<file path="src/logic/sac_regs.vh">
// Constants for the serial converter control port.
// Assumes inclusion by the port logic; definitions only.
`ifndef SAC_REGS_VH
`define SAC_REGS_VH
// =============================================
// Frame layout
`define SAC_ADDR_BITS 4
`define SAC_IN_BITS 8
`define SAC_RES_BITS 12
`define SAC_FRAME_CLKS 12
`define SAC_SAMPLE_FALL 4
// =============================================
// Input register fields
`define SAC_IN_ADDR_HI 7
`define SAC_IN_ADDR_LO 4
`define SAC_IN_ORDER_BIT 1
// =============================================
// Channel map
`define SAC_NUM_CHAN 14
`define SAC_NUM_ANALOG 11
// =============================================
// Timing
`define SAC_CLK_NS 20
`define SAC_CONV_NS 10000
`define SAC_CONV_CYCLES (`SAC_CONV_NS / `SAC_CLK_NS)
`define SAC_CS_SETUP_NS 1425
`define SAC_CS_SETUP_CYCLES ((`SAC_CS_SETUP_NS + `SAC_CLK_NS - 1) / `SAC_CLK_NS)
`define SAC_CONV_CNT_W 10
`define SAC_SETUP_CNT_W 7
`endif

</file>
<file path="src/logic/sac_port.v">
// What this block does
// (RULE_01) CS fall resets counters, enables serial port
// (RULE_02) CS rise stops shift clock response
// (RULE_03) Address MSB first, first four rises
// (RULE_04) Eight input bits; address after fourth
// (RULE_05) Output high impedance while CS high
// (RULE_06) CS low drives first previous-result bit
// (RULE_07) Output advances only on falling edges
// (RULE_08) Remaining eleven result bits follow in order
// (RULE_09) Sampling from fourth fall to last
// (RULE_10) Last fall starts internal conversion
// (RULE_11) EOC low until result ready
// (RULE_12) EOC high when conversion completes
// (RULE_13) Fourteen channels: eleven analog, three test
// (RULE_14) Conversion finishes within ten microseconds
// (RULE_15) Host waits CS setup before clocking
//
// Top of the serial converter port; pins sampled on ref_clk.
// Assumes the shift clock is far slower than ref_clk.
`timescale 1ns/1ns
`include "sac_regs.vh"
module sac_port #(
  parameter CONV_CYCLES = `SAC_CONV_CYCLES,
  parameter SETUP_CYCLES = `SAC_CS_SETUP_CYCLES
) (
  input wire ref_clk,
  input wire resetn,
  input wire csN,
  input wire shiftClk,
  input wire dataIn,
  input wire [`SAC_NUM_ANALOG*12-1:0] analogChannelInputs,
  output reg dataOut,
  output reg dataOutEn,
  output reg eocOut,
  output reg sampling,
  output reg [3:0] muxAddr
);
  wire csSync;
  wire sclkSync;
  wire dinSync;
  wire convBusy;
  wire convDone;
  wire [11:0] convResult;
  reg csPrev_r;
  reg sclkPrev_r;
  reg active_r;
  reg [`SAC_SETUP_CNT_W-1:0] setupCnt_r;
  reg [3:0] riseCnt_r;
  reg [3:0] fallCnt_r;
  reg [7:0] inShift_r;
  reg [11:0] outShift_r;
  reg lsbFirst_r;
  reg startConv_r;
  reg [3:0] convChan_r;
  reg [11:0] lastResult_r;
  wire csFall;
  wire csRise;
  wire sclkRise;
  wire sclkFall;
  wire ready;
  wire [11:0] orderedLast;
  // =============================================
  // Pin synchronisers
  sac_sync #(.IDLE(1'b1)) uCs (.ref_clk(ref_clk), .resetn(resetn), .pinIn(csN), .syncOut(csSync));
  sac_sync uClk (.ref_clk(ref_clk), .resetn(resetn), .pinIn(shiftClk), .syncOut(sclkSync));
  sac_sync uDin (.ref_clk(ref_clk), .resetn(resetn), .pinIn(dataIn), .syncOut(dinSync));
  assign csFall = csPrev_r & ~csSync;
  assign csRise = ~csPrev_r & csSync;
  assign ready = active_r && (setupCnt_r == {`SAC_SETUP_CNT_W{1'b0}}); // [RULE_15]
  assign sclkRise = ready && !csSync && !sclkPrev_r && sclkSync; // [RULE_02]
  assign sclkFall = ready && !csSync && sclkPrev_r && !sclkSync; // [RULE_02]
  // =============================================
  // Bit order of the result
  function [11:0] ordered;
    input [11:0] val;
    input lsbFirst;
    integer i;
    begin
      for (i = 0; i < 12; i = i + 1)
        ordered[i] = lsbFirst ? val[11-i] : val[i];
    end
  endfunction
  assign orderedLast = ordered(lastResult_r, lsbFirst_r);
  // =============================================
  // Converter
  sac_conv #(.CONV_CYCLES(CONV_CYCLES)) uConv (
    .ref_clk(ref_clk),
    .resetn(resetn),
    .start(startConv_r), // [RULE_10]
    .chanSel(convChan_r), // [RULE_13]
    .analogIn(analogChannelInputs),
    .busy(convBusy),
    .done(convDone),
    .result(convResult)
  );
  // =============================================
  // Serial frame logic
  always @(posedge ref_clk) begin
    if (!resetn) begin
      csPrev_r <= 1'b1;
      sclkPrev_r <= 1'b0;
      active_r <= 1'b0;
      setupCnt_r <= {`SAC_SETUP_CNT_W{1'b0}};
      riseCnt_r <= 4'h0;
      fallCnt_r <= 4'h0;
      inShift_r <= 8'h00;
      outShift_r <= 12'h000;
      lsbFirst_r <= 1'b0;
      startConv_r <= 1'b0;
      convChan_r <= 4'h0;
      lastResult_r <= 12'h000;
      dataOut <= 1'b0;
      dataOutEn <= 1'b0;
      eocOut <= 1'b1;
      sampling <= 1'b0;
      muxAddr <= 4'h0;
    end else begin
      csPrev_r <= csSync;
      sclkPrev_r <= sclkSync;
      startConv_r <= 1'b0;
      if (convDone) begin
        lastResult_r <= convResult;
        eocOut <= 1'b1; // [RULE_12]
      end
      if (csFall) begin
        active_r <= 1'b1; // [RULE_01]
        setupCnt_r <= SETUP_CYCLES[`SAC_SETUP_CNT_W-1:0];
        riseCnt_r <= 4'h0; // [RULE_01]
        fallCnt_r <= 4'h0; // [RULE_01]
        sampling <= 1'b0;
        dataOutEn <= 1'b1; // [RULE_05]
        outShift_r <= orderedLast;
        dataOut <= orderedLast[11]; // [RULE_06]
      end else if (csRise) begin
        active_r <= 1'b0; // [RULE_02]
        dataOutEn <= 1'b0; // [RULE_05]
        sampling <= 1'b0;
      end else if (active_r) begin
        if (setupCnt_r != {`SAC_SETUP_CNT_W{1'b0}})
          setupCnt_r <= setupCnt_r - 7'h01;
        if (sclkRise && riseCnt_r < `SAC_IN_BITS) begin
          inShift_r <= {inShift_r[6:0], dinSync}; // [RULE_03] [RULE_04]
          riseCnt_r <= riseCnt_r + 4'h1;
          if (riseCnt_r == `SAC_ADDR_BITS - 1)
            muxAddr <= {inShift_r[2:0], dinSync}; // [RULE_04]
          if (riseCnt_r == `SAC_IN_BITS - 1)
            lsbFirst_r <= inShift_r[`SAC_IN_ORDER_BIT-1];
        end
        if (sclkFall && fallCnt_r < `SAC_FRAME_CLKS) begin
          fallCnt_r <= fallCnt_r + 4'h1;
          outShift_r <= {outShift_r[10:0], 1'b0}; // [RULE_08]
          dataOut <= outShift_r[10]; // [RULE_07]
          if (fallCnt_r == `SAC_SAMPLE_FALL - 1)
            sampling <= 1'b1; // [RULE_09]
          if (fallCnt_r == `SAC_FRAME_CLKS - 1) begin
            sampling <= 1'b0; // [RULE_09]
            startConv_r <= 1'b1; // [RULE_10] [RULE_14]
            convChan_r <= muxAddr;
            eocOut <= 1'b0; // [RULE_11]
          end
        end
      end
    end
  end
endmodule // sac_port

</file>
<file path="src/logic/sac_sync.v">
// Two-flop synchroniser for one pin level.
// Assumes the pin is asynchronous to ref_clk.
`timescale 1ns/1ns
module sac_sync #(
  parameter IDLE = 1'b0
) (
  input wire ref_clk,
  input wire resetn,
  input wire pinIn,
  output reg syncOut
);
  reg meta_r;
  always @(posedge ref_clk) begin
    if (!resetn) begin
      meta_r <= IDLE;
      syncOut <= IDLE;
    end else begin
      meta_r <= pinIn;
      syncOut <= meta_r;
    end
  end
endmodule // sac_sync

</file>
<file path="src/logic/sac_conv.v">
// Conversion timer and result model: runs on ref_clk alone.
// Assumes a one-cycle start pulse with a channel code.
`timescale 1ns/1ns
`include "sac_regs.vh"
module sac_conv #(
  parameter CONV_CYCLES = `SAC_CONV_CYCLES
) (
  input wire ref_clk,
  input wire resetn,
  input wire start,
  input wire [3:0] chanSel,
  input wire [`SAC_NUM_ANALOG*12-1:0] analogIn,
  output reg busy,
  output reg done,
  output reg [11:0] result
);
  reg [`SAC_CONV_CNT_W-1:0] cnt_r;
  reg [3:0] chan_r;
  // =============================================
  // Channel decode
  function [11:0] pick;
    input [3:0] ch;
    input [`SAC_NUM_ANALOG*12-1:0] ain;
    begin
      if (ch < `SAC_NUM_ANALOG)
        pick = ain[ch*12 +: 12];
      else if (ch == 4'hb)
        pick = 12'h800;
      else if (ch == 4'hc)
        pick = 12'h000;
      else if (ch == 4'hd)
        pick = 12'hfff;
      else
        pick = 12'h000;
    end
  endfunction
  always @(posedge ref_clk) begin
    if (!resetn) begin
      busy <= 1'b0;
      done <= 1'b0;
      cnt_r <= {`SAC_CONV_CNT_W{1'b0}};
      chan_r <= 4'h0;
      result <= 12'h000;
    end else begin
      done <= 1'b0;
      if (start) begin
        busy <= 1'b1;
        chan_r <= chanSel;
        cnt_r <= CONV_CYCLES[`SAC_CONV_CNT_W-1:0] - 10'h001;
      end else if (busy) begin
        if (cnt_r == {`SAC_CONV_CNT_W{1'b0}}) begin
          busy <= 1'b0;
          done <= 1'b1;
          result <= pick(chan_r, analogIn);
        end else
          cnt_r <= cnt_r - 10'h001;
      end
    end
  end
endmodule // sac_conv

</file>
<file path="config.mk">
export PLATFORM = sky130hd
export DESIGN_NAME = sac_port
export DESIGN_NICKNAME = d
export VERILOG_FILES = /design/src/logic/sac_port.v /design/src/logic/sac_sync.v /design/src/logic/sac_conv.v
export VERILOG_INCLUDE_DIRS = /design/src /design/src/logic
export SDC_FILE = /design/constraint.sdc
export NUM_CORES = 1
export LEC_CHECK = 0
export BUFFER_PORTS_ARGS = -buffer_cell sky130_fd_sc_hd__clkbuf_2
export CAP_MARGIN = 20
export CORE_MARGIN = 2
export CORE_UTILIZATION = 50
export CTS_CLUSTER_DIAMETER = 100
export DETAILED_ROUTE_END_ITERATION = 8
export PLACE_DENSITY = 0.77
export SYNTH_ARGS = -nofsm -noshare
export SYNTH_HDL_FRONTEND = slang
export SYNTH_SLANG_ARGS = --single-unit
</file>
<file path="constraint.sdc">
create_clock -name ref_clk -period 2.45 [get_ports ref_clk]
set_input_delay 0.1225 -clock ref_clk [delete_from_list [all_inputs] [get_ports ref_clk]]
set_output_delay 0.1225 -clock ref_clk [all_outputs]
set_load 0.005 [all_outputs]
</file>
==> metrics <==
Netlist cell types=60; worst-skew pair later-pin latency=0.38 ns; I/O Buffers=144; global-route wire length before repair=about 23000 um; Post-Route WL=~14000 um; I/O pin count=~150; Mapped Area=slightly above 0.005 mm^2; Clock Sink Count=91; Logic pwr share=9.7%; CTS Buf Count=9; wire per inst=about 17 um; fmax=~450 MHz; Die W=approximately 100 um; Fin Setup TNS=0 ns; largest net degree at the start of global routing=53; max layer used=met4; Psw=about 0.00068 W; CP Capture Type=flop; relative slew slack=33.9%; H-tree Lvls=3; initial drt markers=about 180; status=completed; Die H=105 um; final cycle utilization of the critical path=approximately nine tenths; DR vias/cell=between 5 and 6; Final HPWL DP=between 10000 and 15000 um; area share of the largest cell type after synthesis=35.9%; CP Class=flop to flop; routed vias=roughly 5000; grt total ovfl=0; Syn Nets=705; Seq/Total Area, Yosys=35.9%; Worst Tran Pin Value=0.978 ns; layout cell share with drive strength beyond 1=roughly 28%; Crit path max-delay family=simple AND/OR/NAND/NOR gates; clock network fraction of design power=roughly 37%; minimum clock period=2.22 ns; Root Buffer=clkbuf_8; switching share of power=24.3%; vias in the first global route=4782; Routed met2 length=around 6600 um; maxcap violations=0; Metal-1 WL=between 5000 and 6000 um; nets=between 800 and 900; Final Hold Fails=0; CTS tree=yes; initial antenna violation count=0; Avg Cell Area, Syn=9.02 um^2; hold slack final=about 0.11 ns; number of max-slew violations in the final report=0; Antenna Nets Post-Route=0; commonest non-fill, non-tap cells in the layout=144 x clkbuf_2, 90 x dfxtp_1, 62 x mux2i_1; crit-path max cell delay=between 0.5 and 0.6 ns; Die Footprint=0.0110 mm^2; startpoint types=flop; DR pass1 iterations=5; Synth area leaders=dfxtp_1 36%, mux2i_1 12%, mux4_2 5.8%, a21oi_1 5.6%, o211ai_1 3.4%; DR DRC count=0; sequential share of power=a little over half; metal3 WL=940 um; final setup fails=0; commonest non-fill, non-tap cell in the layout=clkbuf_2; number of synthesized flops with an enable pin=0; Synth Register Bits=91; Placer Congestion=0.884; crit-path cells=inv_1 -> ha_1 -> nor4b_2 -> nand3_1 -> o211ai_1 -> a21oi_1; Mapped Cells=about 560; Starting Density=between 50% and 60%; maximum vdd drop=around 0.24 mV; top_reg_cell synth=dfxtp_1; Ant. Diodes=0; Yosys top cell by area=dfxtp_1; standard-cell rows=36; Crit-path slowest cell=nor4b_2; Leak=around 2.2 nW; async set or reset register ratio after synthesis=0%; Pint=approximately 0.0021 W; Worst Path Required=roughly 2.7 ns; setup bufs post-CTS=0; gr usage total=between 20% and 30%; Yosys warnings=0; worst hold path class=input port to flop; RSZ-0062 raised after global routing=no; R2R setup slack=~0.23 ns; Reg clk slew, reported paths=0.09 ns; WP data arrival=2.46 ns; clock skew=between 0.01 and 0.015 ns; crit-path max FO=12; synth-to-layout area growth=20.4%; worst path bufs/invs=1; pwr dens=between 400 and 500 mW/mm^2; clock buffer depth=2; Core ar.=0.00982 mm^2
==> metrics by stage <==
step,setup slack (ns),instance area (um^2),std cells,total power (W),utilization (%)
6_report,0.232,6100,824,0.00278,62.2
5_1_grt,0.00198,6100,824,0.00288,62.2
4_1_cts,0.264,6100,824,0.00279,62.2
3_5_place_dp,0.300,5880,805,0.00179,59.9
3_3_place_gp,0.379,5880,805,0.00179,59.9
2_1_floorplan,0.631,5070,562,0.00165,-
==> layout make-up <==
class | count | area [um^2]
timing repair buffer | 157 | 851
clock buffer | 11 | 131
fill | 887 | 3720
clock inverter | 5 | 62.6
sequential | 91 | 1820
multi-input combinational | 409 | 3000
inverter | 18 | 67.6
tap | 133 | 166
==> flip-flops by register name, summed over array words and instances (netlist names), 7 cells and up <==
name          flops
outShift_r       11
uConv.cnt_r      10
uConv.result     12
setupCnt_r        7
lastResult_r     12
==> cell usage after synthesis, types with 12 or more instances <==
master and count:
a21oi_1 57, a31oi_1 15, clkbuf_1 29, dfxtp_1 91, inv_1 14, mux2i_1 62
mux4_2 13, nand2_1 21, nand4_1 12, nor2_1 42, o211ai_1 23, o21ai_0 23
o21ai_1 13
==> cells by family (layout without fill, tap and decap cells) <==
group           Yosys count  count (layout)  share of synthesized area (%)
fa+ha+maj                 6               6                           1.48
xor+xnor                  5               5                          0.864
buf+inv                  62             191                           4.86
simple gates            150             150                           17.0
mux                      78              78                           18.7
flops                    91              91                           35.9
compound gates          170             170                           21.2
==> worst register-to-register path: stages, from the launching register on <==
cell	delay (ns)
dfxtp_1	0.34
inv_1	0.07
ha_1	0.20
nor4b_2	0.56
nand3_1	0.49
o211ai_1	0.32
a21oi_1	0.10
==> final timing paths <==
check,from,to,depth (start not counted)
setup / recovery,setupCnt_r[0],outShift_r[1],6
hold / removal,analogChannelInputs[108],uConv.result[0],4
setup reg to reg,setupCnt_r[0],outShift_r[1],6
hold reg to reg,uCs.meta_r,uCs.syncOut,1
==> timing repair <==
item,4_1_cts,5_1_grt
hold buffers,3,0
hold endpoints to repair,3,0
resized for setup,0,0
==> routing by layer <==
layer  global-route usage (%)  vias to the layer above
met1                     31.4                     2272
met4                     13.0                        0
met2                     42.5                      198
met3                     5.24                       32
met5                        0                        -
li1                         -                     2367
==> power groups by stage <==
stage	logic [W]	registers (W)	clock network, W
2_1_floorplan	0.000121	0.00153	0
3_3_place_gp	0.000258	0.00153	0
3_5_place_dp	0.000263	0.00153	0
4_1_cts	0.000268	0.00150	0.00102
5_1_grt	0.000295	0.00150	0.00109
6_report	0.000270	0.00150	0.00102
No activity file was read; power rests on OpenSTA's default activity.
